**src/pkg/ebms_map.vh**
```
// constants for the external bus mode and stretch block
// assumes inclusion by the design files and the bench; definitions, no logic
`ifndef EBMS_MAP_VH
`define EBMS_MAP_VH

// -----------------------------------------------------------------
// register offsets on the plain register port
// -----------------------------------------------------------------
`define EBMS_OFS_PORT_K_OUTPUT_LATCH_DIR   4'h0
`define EBMS_OFS_PORT_K_OUTPUT_LATCH_DATA  4'h1
`define EBMS_OFS_MODE        4'h2
`define EBMS_OFS_BUS_CTL     4'h3
`define EBMS_OFS_STATUS      4'h4

// -----------------------------------------------------------------
// field positions
// -----------------------------------------------------------------
`define EBMS_MODE_EMK_BIT    0
`define EBMS_MODE_LO_BIT     5
`define EBMS_MODE_HI_BIT     7
`define EBMS_CTL_E_CLOCK_STRETCH_ENABLE_BIT    0
`define EBMS_CTL_PIPE_BIT    1
`define EBMS_CTL_PU0_BIT     2
`define EBMS_CTL_PU1_BIT     3

// -----------------------------------------------------------------
// reset values
// -----------------------------------------------------------------
`define EBMS_RST_PORT_K_OUTPUT_LATCH_DIR   8'h00
`define EBMS_RST_PORT_K_OUTPUT_LATCH_DATA  8'h00
`define EBMS_RST_MODE        3'h0
`define EBMS_RST_E_CLOCK_STRETCH_ENABLE        1'b1
`define EBMS_RST_PULLUP      2'h3

// -----------------------------------------------------------------
// operating modes, pin c in the top bit
// -----------------------------------------------------------------
`define EBMS_MD_SPEC_SINGLE  3'h0
`define EBMS_MD_EMU_NARROW   3'h1
`define EBMS_MD_SPEC_TEST    3'h2
`define EBMS_MD_EMU_WIDE     3'h3
`define EBMS_MD_NORM_SINGLE  3'h4
`define EBMS_MD_NORM_NARROW  3'h5
`define EBMS_MD_PERIPHERAL   3'h6
`define EBMS_MD_NORM_WIDE    3'h7

// -----------------------------------------------------------------
// timing: stretch counter width and largest stretch
// -----------------------------------------------------------------
`define EBMS_STRETCH_W       2
`define EBMS_STRETCH_MAX     2'h3

`endif
```
**src/hdl/ebms_stretch.v**
```verilog
// stretch counter for the data phase of an external bus cycle
// assumes load is a one-cycle pulse in the address phase just before each data phase
`timescale 1ns/100ps
`default_nettype none
`include "ebms_map.vh"

module ebms_stretch (
  input  wire                        clk_i,
  input  wire                        rst_n_i,
  input  wire                        load_i,
  input  wire [`EBMS_STRETCH_W-1:0]  count_i,
  output wire                        expired_o
);

  reg [`EBMS_STRETCH_W-1:0] cnt_q;

  // -----------------------------------------------------------------
  // reload per data phase, then count down to zero
  // -----------------------------------------------------------------
  always @(posedge clk_i) begin
    if (!rst_n_i) begin
      cnt_q <= {`EBMS_STRETCH_W{1'b0}};
    end else if (load_i) begin
      cnt_q <= count_i;
    end else if (cnt_q != {`EBMS_STRETCH_W{1'b0}}) begin
      cnt_q <= cnt_q - {{(`EBMS_STRETCH_W-1){1'b0}}, 1'b1};
    end
  end

  // expiry releases the held cpu state
  assign expired_o = (cnt_q == {`EBMS_STRETCH_W{1'b0}}) && !load_i;

endmodule
`default_nettype wire

```
**src/hdl/ebms_top.v**
```verilog
// external bus mode selection, port k direction and stretched cycles
// assumes a cpu that waits on BUS_READY_O and honours CPU_HOLD_O,
// and the stretch amount supplied by the mapping control logic
//
// Behaviour
// - port k direction bit one drives pin, zero floats it; resets zero
// - emulation enable in expanded or peripheral mode moves direction out
// - strobe, address bit zero and read/write encode width and alignment
// - only internal ram gives strobe and bit zero both high, bytes swapped
// - external cycles stretch by zero to three bus clocks
// - timer and baud reference tick never stretches
// - cpu held and write data kept driven during stretch
// - read data captured only at end of data phase, where the bus e clock falls
// - chip select and read/write valid throughout stretched e high
// - address phase keeps its normal single clock length
// - mode pins latched into mode bits when reset releases
// - mode codes zero to seven map to the eight operating modes
// - normal modes write protected controls once; special modes anytime
// - debug active at reset in special single chip mode, in other modes only when BDM_ENABLE_CMD_I is set
// - port e bit one plain pulled-up input until irq enabled
// - port e bit zero plain pulled-up input until nonmaskable_interrupt_input enabled
// - reset sets e clock stretch enable in every mode
// - pipe status pins float as mode inputs during reset
// - mode bits readable; only limited mode changes accepted
// - stretch bit clear gives free e clock; set gives bus e clock outside single chip modes
`timescale 1ns/100ps
`default_nettype none
`include "ebms_map.vh"

module ebms_top (
  input  wire                        CLK_SYS_I,
  input  wire                        RESETN_I,
  // register port
  input  wire [3:0]                  REG_ADDR_I,
  input  wire [7:0]                  REG_WDATA_I,
  input  wire                        REG_WR_I,
  input  wire                        REG_RD_I,
  output reg  [7:0]                  REG_RDATA_O,
  output reg                         REG_ECHO_O,
  // mode select pins, shared with pipe status outputs
  input  wire                        MODE_SELECT_PIN_C_I,
  input  wire                        MODE_SELECT_PIN_B_I,
  input  wire                        MODE_SELECT_PIN_A_I,
  input  wire [1:0]                  PIPE_STATE_I,
  output reg                         PIPE_STATUS_HIGH_O,
  output reg                         PIPE_STATUS_LOW_O,
  output wire                        PIPE_STATUS_OE_O,
  // port k
  input  wire [7:0]                  PORT_K_PIN_I,
  output wire [7:0]                  PORT_K_PIN_O,
  output wire [7:0]                  PORT_K_PIN_OE_O,
  // port e bits 1 and 0
  input  wire [1:0]                  PORT_E_PIN_I,
  input  wire                        IRQ_ENABLE_I,
  input  wire                        NONMASKABLE_INTERRUPT_INPUT_ENABLE_I,
  output wire [1:0]                  PORT_E_PULLUP_O,
  output wire                        MASKABLE_IRQ_N_O,
  output wire                        NONMASKABLE_IRQ_N_O,
  // debug
  input  wire                        BDM_ENABLE_CMD_I,
  output wire                        BDM_ACTIVE_O,
  // cpu side of the external bus
  input  wire                        BUS_REQ_I,
  input  wire                        BUS_WR_I,
  input  wire                        BUS_WIDE_I,
  input  wire                        BUS_RAM_I,
  input  wire [15:0]                 BUS_ADDR_I,
  input  wire [15:0]                 BUS_WDATA_I,
  input  wire [`EBMS_STRETCH_W-1:0]  STRETCH_CNT_I,
  output wire                        BUS_READY_O,
  output wire                        CPU_HOLD_O,
  output reg  [15:0]                 BUS_RDATA_O,
  output reg                         BUS_RDATA_VALID_O,
  output reg                         REF_TICK_O,
  // external pins of the multiplexed bus
  input  wire [15:0]                 EXT_AD_I,
  output reg  [15:0]                 EXT_AD_O,
  output wire                        EXT_AD_OE_O,
  output wire                        LOW_BYTE_STROBE_N_O,
  output wire                        ADDRESS_BIT_ZERO_O,
  output wire                        READ_NOT_WRITE_O,
  output wire                        CHIP_SELECT_O,
  output wire                        E_CLOCK_O
);

  localparam [1:0] ST_IDLE = 2'h0;
  localparam [1:0] ST_ADDR = 2'h1;
  localparam [1:0] ST_DATA = 2'h2;
  // -----------------------------------------------------------------
  // state
  // -----------------------------------------------------------------
  reg  [7:0]  port_k_pin_direction_q, port_k_output_latch_q;
  reg  [2:0]  mode_q;
  reg         memory_expansion_emulation_enable_q, e_clock_stretch_enable_q;
  reg         pipe_en_q, in_reset_q, mode_written_q, e_clock_stretch_enable_written_q;
  reg  [1:0]  pullup_q, state_q, state_d;
  reg         bdm_active_q, e_free_q, req_wr_q, req_wide_q, req_ram_q;
  reg  [15:0] req_addr_q, req_wdata_q;
  wire        special_mode, single_chip, expanded, dir_external;
  wire        data_load, stretch_done, swap, mode_change_ok;
  wire        sel_dir, sel_data, sel_mode, sel_ctl, sel_stat;
  wire [2:0]  mode_wr;
  wire [7:0]  port_k_read;

  // -----------------------------------------------------------------
  // mode decode
  // -----------------------------------------------------------------
  // special modes are special single chip and special test
  assign special_mode = !mode_q[2] && !mode_q[0];
  assign single_chip  = (mode_q[1:0] == 2'h0);
  // peripheral mode counts as expanded for the echo decision
  assign expanded     = !single_chip;

  // -----------------------------------------------------------------
  // register port decode
  // -----------------------------------------------------------------
  assign dir_external = memory_expansion_emulation_enable_q && expanded;
  assign sel_dir  = (REG_ADDR_I == `EBMS_OFS_PORT_K_OUTPUT_LATCH_DIR) && !dir_external;
  assign sel_data = (REG_ADDR_I == `EBMS_OFS_PORT_K_OUTPUT_LATCH_DATA) && !dir_external;
  assign sel_mode = (REG_ADDR_I == `EBMS_OFS_MODE);
  assign sel_ctl  = (REG_ADDR_I == `EBMS_OFS_BUS_CTL);
  assign sel_stat = (REG_ADDR_I == `EBMS_OFS_STATUS);
  assign mode_wr = REG_WDATA_I[`EBMS_MODE_HI_BIT:`EBMS_MODE_LO_BIT];
  // no crossing between normal and special, never into peripheral
  assign mode_change_ok = (mode_wr[2] == mode_q[2]) &&
                          (mode_wr != `EBMS_MD_PERIPHERAL) &&
                          (special_mode || !mode_written_q);
  // pin value when input, latch value when output
  assign port_k_read = (port_k_pin_direction_q & port_k_output_latch_q) |
                       (~port_k_pin_direction_q & PORT_K_PIN_I);

  // -----------------------------------------------------------------
  // registers written by software
  // -----------------------------------------------------------------
  always @(posedge CLK_SYS_I) begin
    if (!RESETN_I) begin
      port_k_pin_direction_q <= `EBMS_RST_PORT_K_OUTPUT_LATCH_DIR;
      port_k_output_latch_q  <= `EBMS_RST_PORT_K_OUTPUT_LATCH_DATA;
      memory_expansion_emulation_enable_q <= 1'b0;
      e_clock_stretch_enable_q <= `EBMS_RST_E_CLOCK_STRETCH_ENABLE;
      pipe_en_q              <= 1'b0;
      pullup_q               <= `EBMS_RST_PULLUP;
      mode_written_q         <= 1'b0;
      e_clock_stretch_enable_written_q         <= 1'b0;
    end else if (REG_WR_I) begin
      if (sel_dir) begin
        port_k_pin_direction_q <= REG_WDATA_I;
      end
      if (sel_data) begin
        port_k_output_latch_q <= REG_WDATA_I;
      end
      if (sel_mode && mode_change_ok) begin
        memory_expansion_emulation_enable_q <=
          REG_WDATA_I[`EBMS_MODE_EMK_BIT];
        mode_written_q <= 1'b1;
      end
      if (sel_ctl) begin
        if (special_mode || !e_clock_stretch_enable_written_q) begin
          e_clock_stretch_enable_q <= REG_WDATA_I[`EBMS_CTL_E_CLOCK_STRETCH_ENABLE_BIT];
          e_clock_stretch_enable_written_q <= 1'b1;
        end
        pipe_en_q <= REG_WDATA_I[`EBMS_CTL_PIPE_BIT];
        pullup_q  <= {REG_WDATA_I[`EBMS_CTL_PU1_BIT],
                      REG_WDATA_I[`EBMS_CTL_PU0_BIT]};
      end
    end
  end

  // -----------------------------------------------------------------
  // mode latch at reset release and debug activation
  // -----------------------------------------------------------------
  // synchronous reset: the pins are sampled on the first edge after
  // release, so the reset branch only loads constants
  always @(posedge CLK_SYS_I) begin
    if (!RESETN_I) begin
      in_reset_q   <= 1'b1;
      mode_q       <= `EBMS_RST_MODE;
      bdm_active_q <= 1'b0;
    end else if (in_reset_q) begin
      in_reset_q <= 1'b0;
      mode_q     <= {MODE_SELECT_PIN_C_I, MODE_SELECT_PIN_B_I,
                     MODE_SELECT_PIN_A_I};
      bdm_active_q <= ({MODE_SELECT_PIN_C_I, MODE_SELECT_PIN_B_I,
                        MODE_SELECT_PIN_A_I} == `EBMS_MD_SPEC_SINGLE) ||
                      BDM_ENABLE_CMD_I;
    end else begin
      if (REG_WR_I && sel_mode && mode_change_ok) begin
        mode_q <= mode_wr;
      end
      if (BDM_ENABLE_CMD_I) begin
        bdm_active_q <= 1'b1;
      end
    end
  end
  assign BDM_ACTIVE_O = bdm_active_q;
  // -----------------------------------------------------------------
  // read data, one cycle after the read strobe
  // -----------------------------------------------------------------
  always @(posedge CLK_SYS_I) begin
    if (!RESETN_I) begin
      REG_RDATA_O <= 8'h00;
      REG_ECHO_O  <= 1'b0;
    end else begin
      REG_RDATA_O <= 8'h00;
      // accesses to a register taken out of the map go to the bus
      REG_ECHO_O  <= (REG_RD_I || REG_WR_I) && dir_external &&
                     ((REG_ADDR_I == `EBMS_OFS_PORT_K_OUTPUT_LATCH_DIR) ||
                      (REG_ADDR_I == `EBMS_OFS_PORT_K_OUTPUT_LATCH_DATA));
      if (REG_RD_I) begin
        if (sel_dir) begin
          REG_RDATA_O <= port_k_pin_direction_q;
        end else if (sel_data) begin
          REG_RDATA_O <= port_k_read;
        end else if (sel_mode) begin
          REG_RDATA_O <= {mode_q, 4'h0,
                          memory_expansion_emulation_enable_q};
        end else if (sel_ctl) begin
          REG_RDATA_O <= {4'h0, pullup_q, pipe_en_q,
                          e_clock_stretch_enable_q};
        end else if (sel_stat) begin
          REG_RDATA_O <= {5'h00, mode_written_q,
                          (state_q != ST_IDLE), bdm_active_q};
        end
      end
    end
  end

  // -----------------------------------------------------------------
  // port k and port e pins
  // -----------------------------------------------------------------
  assign PORT_K_PIN_O    = port_k_output_latch_q;
  assign PORT_K_PIN_OE_O = port_k_pin_direction_q;
  // interrupts are inhibited at reset, so both pins start as inputs
  assign PORT_E_PULLUP_O     = pullup_q;
  assign MASKABLE_IRQ_N_O    = PORT_E_PIN_I[1] || !IRQ_ENABLE_I;
  assign NONMASKABLE_IRQ_N_O = PORT_E_PIN_I[0] || !NONMASKABLE_INTERRUPT_INPUT_ENABLE_I;

  // -----------------------------------------------------------------
  // pipe status pins, floating while the mode is being sampled
  // -----------------------------------------------------------------
  always @(posedge CLK_SYS_I) begin
    if (!RESETN_I) begin
      PIPE_STATUS_HIGH_O <= 1'b0;
      PIPE_STATUS_LOW_O  <= 1'b0;
    end else begin
      PIPE_STATUS_HIGH_O <= PIPE_STATE_I[1];
      PIPE_STATUS_LOW_O  <= PIPE_STATE_I[0];
    end
  end

  assign PIPE_STATUS_OE_O = RESETN_I && !in_reset_q && pipe_en_q &&
                            !single_chip;

  // -----------------------------------------------------------------
  // timer reference, independent of any bus stretch
  // -----------------------------------------------------------------
  always @(posedge CLK_SYS_I) begin
    if (!RESETN_I) begin
      REF_TICK_O <= 1'b0;
      e_free_q   <= 1'b0;
    end else begin
      REF_TICK_O <= !REF_TICK_O;
      e_free_q   <= !e_free_q;
    end
  end

  // -----------------------------------------------------------------
  // external bus cycle sequencer
  // -----------------------------------------------------------------
  always @* begin
    state_d = state_q;
    case (state_q)
      ST_IDLE: begin
        if (BUS_REQ_I) begin
          state_d = ST_ADDR;
        end
      end
      ST_ADDR: begin
        state_d = ST_DATA;
      end
      ST_DATA: begin
        if (stretch_done) begin
          state_d = ST_IDLE;
        end
      end
      default: begin
        state_d = ST_IDLE;
      end
    endcase
  end

  assign data_load = (state_q == ST_ADDR);
  assign swap      = req_wide_q && req_addr_q[0] && req_ram_q;
  always @(posedge CLK_SYS_I) begin
    if (!RESETN_I) begin
      state_q     <= ST_IDLE;
      req_wr_q    <= 1'b0;
      req_wide_q  <= 1'b0;
      req_ram_q   <= 1'b0;
      req_addr_q  <= 16'h0000;
      req_wdata_q <= 16'h0000;
    end else begin
      state_q <= state_d;
      if ((state_q == ST_IDLE) && BUS_REQ_I) begin
        req_wr_q    <= BUS_WR_I;
        req_wide_q  <= BUS_WIDE_I;
        req_ram_q   <= BUS_RAM_I;
        req_addr_q  <= BUS_ADDR_I;
        req_wdata_q <= BUS_WDATA_I;
      end
    end
  end

  // multiplexed bus: address then data, data kept through stretch
  always @(posedge CLK_SYS_I) begin
    if (!RESETN_I) begin
      EXT_AD_O <= 16'h0000;
    end else if ((state_q == ST_IDLE) && BUS_REQ_I) begin
      EXT_AD_O <= BUS_ADDR_I;
    end else if (data_load) begin
      EXT_AD_O <= swap ? {req_wdata_q[7:0], req_wdata_q[15:8]} :
                         req_wdata_q;
    end
  end

  assign EXT_AD_OE_O = (state_q == ST_ADDR) ||
                       ((state_q == ST_DATA) && req_wr_q);
  ebms_stretch u_stretch (
    .clk_i     (CLK_SYS_I),
    .rst_n_i   (RESETN_I),
    .load_i    (data_load),
    .count_i   (STRETCH_CNT_I),
    .expired_o (stretch_done)
  );

  // read data taken at the end of the data phase, where the bus e clock falls
  always @(posedge CLK_SYS_I) begin
    if (!RESETN_I) begin
      BUS_RDATA_O       <= 16'h0000;
      BUS_RDATA_VALID_O <= 1'b0;
    end else begin
      BUS_RDATA_VALID_O <= 1'b0;
      if ((state_q == ST_DATA) && stretch_done && !req_wr_q) begin
        BUS_RDATA_O <= swap ? {EXT_AD_I[7:0], EXT_AD_I[15:8]} :
                              EXT_AD_I;
        BUS_RDATA_VALID_O <= 1'b1;
      end
    end
  end

  assign BUS_READY_O = (state_q == ST_IDLE);
  assign CPU_HOLD_O  = (state_q == ST_DATA) && !stretch_done;
  // access encoding; a misaligned word only comes from internal ram
  assign LOW_BYTE_STROBE_N_O = req_wide_q ? (req_addr_q[0] && req_ram_q) :
                                            !req_addr_q[0];
  assign ADDRESS_BIT_ZERO_O  = req_addr_q[0];
  assign READ_NOT_WRITE_O    = (state_q == ST_IDLE) || !req_wr_q;
  assign CHIP_SELECT_O       = (state_q != ST_IDLE);
  // stretch bit has no effect in single chip modes
  assign E_CLOCK_O = (e_clock_stretch_enable_q && !single_chip) ?
                     (state_q == ST_DATA) : e_free_q;

endmodule
`default_nettype wire

```
**config.mk**
```make
export PLATFORM = sky130hd
export DESIGN_NAME = ebms_top
export DESIGN_NICKNAME = d
export VERILOG_FILES = /design/src/hdl/ebms_stretch.v /design/src/hdl/ebms_top.v
export VERILOG_INCLUDE_DIRS = /design/src /design/src/pkg
export SDC_FILE = /design/constraint.sdc
export NUM_CORES = 1
export LEC_CHECK = 0
export CORE_UTILIZATION = 36
export DETAILED_ROUTE_END_ITERATION = 10
export DONT_BUFFER_PORTS = 1
export PLACE_DENSITY = 0.59
export SLEW_MARGIN = 0
export SYNTH_ARGS = -nofsm -noshare
export SYNTH_HDL_FRONTEND = slang
export SYNTH_SLANG_ARGS = --single-unit
```
**constraint.sdc**
```tcl
create_clock -name CLK_SYS_I -period 3.45 [get_ports CLK_SYS_I]
set_clock_uncertainty 0.1 [all_clocks]
set_input_delay 1.035 -clock CLK_SYS_I [delete_from_list [all_inputs] [get_ports CLK_SYS_I]]
set_output_delay 1.035 -clock CLK_SYS_I [all_outputs]
set_load 0.02 [all_outputs]
```
==> results.py <==
metrics = {
    "worst_setup_path": {
        "worst-r2r-setup-slack_ns": 1.36,
        "critical_path_required_ns": 2.31,
        "cp-start-kind": "register",
        "slowest_delay_ns": 0.62,
        "cp.arrival_ns": 1.61,
        "worstPathCellList": "inv_1 -> ha_1 -> nor3_1",
        "crit_slowest_cell": "sky130_fd_sc_hd__nor3_1",
        "setup.worst_path.start": "u_stretch.cnt_q[0]",
        "worst_path_maximum_fanout": 5,
        "timing.critical_path.to_type": "output pin",
        "r2r-start": "state_q[1]",
        "critical_path_type": "reg -> out",
    },
    "global_route": {
        "globalRouteMet1Util_pct": 22.1,
        "grt_util_all_layers_pct": 18.0,
        "grt_pass1_vias": 3275,
        "groute.layer.met3.usage_pct": 5.28,
        "grt_start_max_net_pins": 51,
        "global_route.peak_usage_layer": "met2",
        "grt_use_met2_pct": 29.8,
        "globalRouteOverflowTotal": 0,
        "wire_length_of_the_first_global_routing_pass_um": 17500,
        "grt_antenna_before_repair": 0,
    },
    "floorplan": {
        "die_area_um2": 12400,
        "io_pins": 163,
        "start_util_pct": 37.4,
        "placement_rows": 39,
        "die_width_um": 111,
        "die_height_um": 111,
        "design.core.area_um2": 11500,
    },
    "timing": {
        "max_slew.worst_pin.slew_ns": 1.02,
        "timing.final.crit_share_pct": 79.4,
        "slew_violations": 0,
        "final.min_clock_period_ns": 2.74,
        "slew-limit-headroom_pct": 31.8,
        "rsz0062_at_grt": "false",
        "setup-violations-final": 0,
        "timing.final.hold_violations": 0,
        "final.setup.tns_ns": 0,
        "timing.fmax_mhz": 365,
    },
    "clock_network": {
        "post-cts-setup-buffer-count": 0,
        "cts-hold-fix-buffers": 0,
        "numCtsBuffers": 9,
        "clockBufferDepth": 2,
        "clk_pin_slew_worst_paths_ns": 0.06,
        "maximum_level_of_the_cts_h_tree": 3,
        "cts_sinks": 98,
        "clock_tree_from_tritoncts": "yes",
        "clock_latency_ns": 0.34,
        "cts.root.buffer_cell": "sky130_fd_sc_hd__clkbuf_16",
        "post_cts.resized_instances": 0,
    },
    "final_layout": {
        "finalInstanceArea_um2": 4650,
        "diodes": 0,
        "finalNetCount": 572,
        "syn2layout_area_growth_pct": 7.87,
        "top_library_cells_by_usage_in_the_layout_fill_and_taps_aside": "sky130_fd_sc_hd__dfxtp_1 (98), sky130_fd_sc_hd__nand2_1 (94), sky130_fd_sc_hd__nor2_1 (59), sky130_fd_sc_hd__a21oi_1 (36), sky130_fd_sc_hd__mux2i_1 (30)",
        "final_util_pct": 40.4,
        "final_layout_size_suffix_gt1_share_pct": 7.61,
        "layout.cells.most_common": "sky130_fd_sc_hd__dfxtp_1",
    },
    "synth": {
        "ys.flop_type": "sky130_fd_sc_hd__dfxtp_1",
        "synth_seq_area_share_pct": 45.5,
        "yosys_warning_count": 0,
        "ys_ff_latch": 98,
        "yosysUniqueCellTypes": 57,
        "ys_async_sr_fraction_pct": 0,
        "postSynthAreaPerCell_um2": 8.60,
        "count_of_flip_flops_with_a_built_in_enable_after_synthesis": 0,
        "post_synth_inst_count": 501,
        "synth_largest_area_cell": "sky130_fd_sc_hd__dfxtp_1",
        "synth.top_cell.area_share_pct": 45.5,
        "synth_top_cells_by_area": "sky130_fd_sc_hd__dfxtp_1 (46%), sky130_fd_sc_hd__nand2_1 (8.2%), sky130_fd_sc_hd__mux2i_1 (7.0%)",
        "netlist_area_um2": 4310,
        "synth_fp_nets": 590,
    },
    "flow_run": {
        "cap_viol_max_count": 0,
    },
    "placement": {
        "hpwlAfterDp_um": 8050,
        "io_buffer_count": 0,
        "placedInstanceArea_um2": 4340,
        "gp_weighted_congestion": 0.814,
    },
    "status": {
        "violations_in_the_final_reports": "design-rule violations",
        "outcome": "complete, but fails checks",
    },
    "routing": {
        "per_cell_routed_wire_length_um": 17.9,
        "post_drt_via_cell_ratio": 5.62,
        "vias": 3532,
        "totalWireLength_um": 11300,
        "drt-pass1-iter-count": 8,
        "antenna_left": 0,
        "drc": 20,
        "detailedRoute.firstIterationViolations": 221,
    },
    "min_path": {
        "hold_path.class": "reg -> reg",
        "hp-start": "e_free_q",
    },
    "power_and_ir_drop": {
        "worst_ir_drop_vdd_uv": 231,
        "leakagePower_nw": 1.74,
        "powerDensity_nw_per_um2": 579,
        "p_total_w": 0.00269,
    },
}
[where the power goes]
| part | total (W) | internal, W | switching [W] |
|---|---|---|---|
| Combinational | 0.000301 | 0.000122 | 0.000180 |
| Clock | 0.00106 | 0.000646 | 0.000413 |
| Sequential | 0.00133 | 0.00121 | 0.000119 |
[path summary, 6_finish.rpt]
| path | to | cells after the start |
|---|---|---|
| worst max-delay path | CPU_HOLD_O | 3 |
| worst min-delay path | e_free_q | 1 |
| worst max register to register | BUS_RDATA_O[5] | 4 |
| worst min register to register | e_free_q | 1 |
[cell type report]
cell class,instances,area [µm²]
multi-input combinational,355,2100
sequential,98,1960
tap,143,179
fill,1195,6870
clock buffer,11,243
clock inverter,3,65.1
inverter,13,48.8
timing repair buffer,6,45.0
[flip-flops by register name (all words and copies together), names as in the netlist, 2 cells and up]
| signal | flops |
|---|---|
| BUS_RDATA_O | 16 |
| EXT_AD_O | 16 |
| PORT_E_PULLUP_O | 2 |
| PORT_K_PIN_O | 8 |
| PORT_K_PIN_OE_O | 8 |
| REG_RDATA_O | 8 |
| mode_q | 3 |
| req_wdata_q | 16 |
| state_q | 2 |
| u_stretch.cnt_q | 2 |
[critical path, delay by kind of cell (launching register included)]
| kind | cells | cell delay, ns |
|---|---|---|
| simple gates | 1 | 0.62 |
| flops | 1 | 0.35 |
| fa+ha+maj | 1 | 0.25 |
| buf+inv | 1 | 0.05 |
[routing by layer]
layer | wire length (µm) | up-vias
met5 | 0 | -
met4 | 128 | 0
met3 | 895 | 12
met2 | 5480 | 137
met1 | 4750 | 1651
li1 | - | 1732
[synthesized netlist by cell type (all sizes together) (3+ instances only)]
cell type and n:
nand2 95, inv 13, a31o 15, and3b 3, nand3 12, a21oi 36, clkbuf 12, o21ai 20
nand2b 4, and2 7, mux2i 30, dfxtp 98, a311oi 16, a2111oi 15, a31oi 3, nor2 59
buf 23, a311o 4
[cells by family after synthesis]
logic type,count (synthesis),synth area share (%)
fa+ha+maj,1,0.290
compound gates,124,20.3
buf+inv,48,5.66
xor+xnor,2,0.407
flops,98,45.5
simple gates,197,20.6
mux,31,7.23
[metrics by stage]
step	std cells	hold slack (ns)	setup WS (ns)
after floorplan	501	0.287	0.491
after global placement	615	0.294	0.764
after detailed placement	615	0.300	0.772
after CTS	629	0.309	0.669
after global routing	629	0.329	0.617
final	629	0.304	0.709
Note: power is estimated with default switching activity, not from simulation.
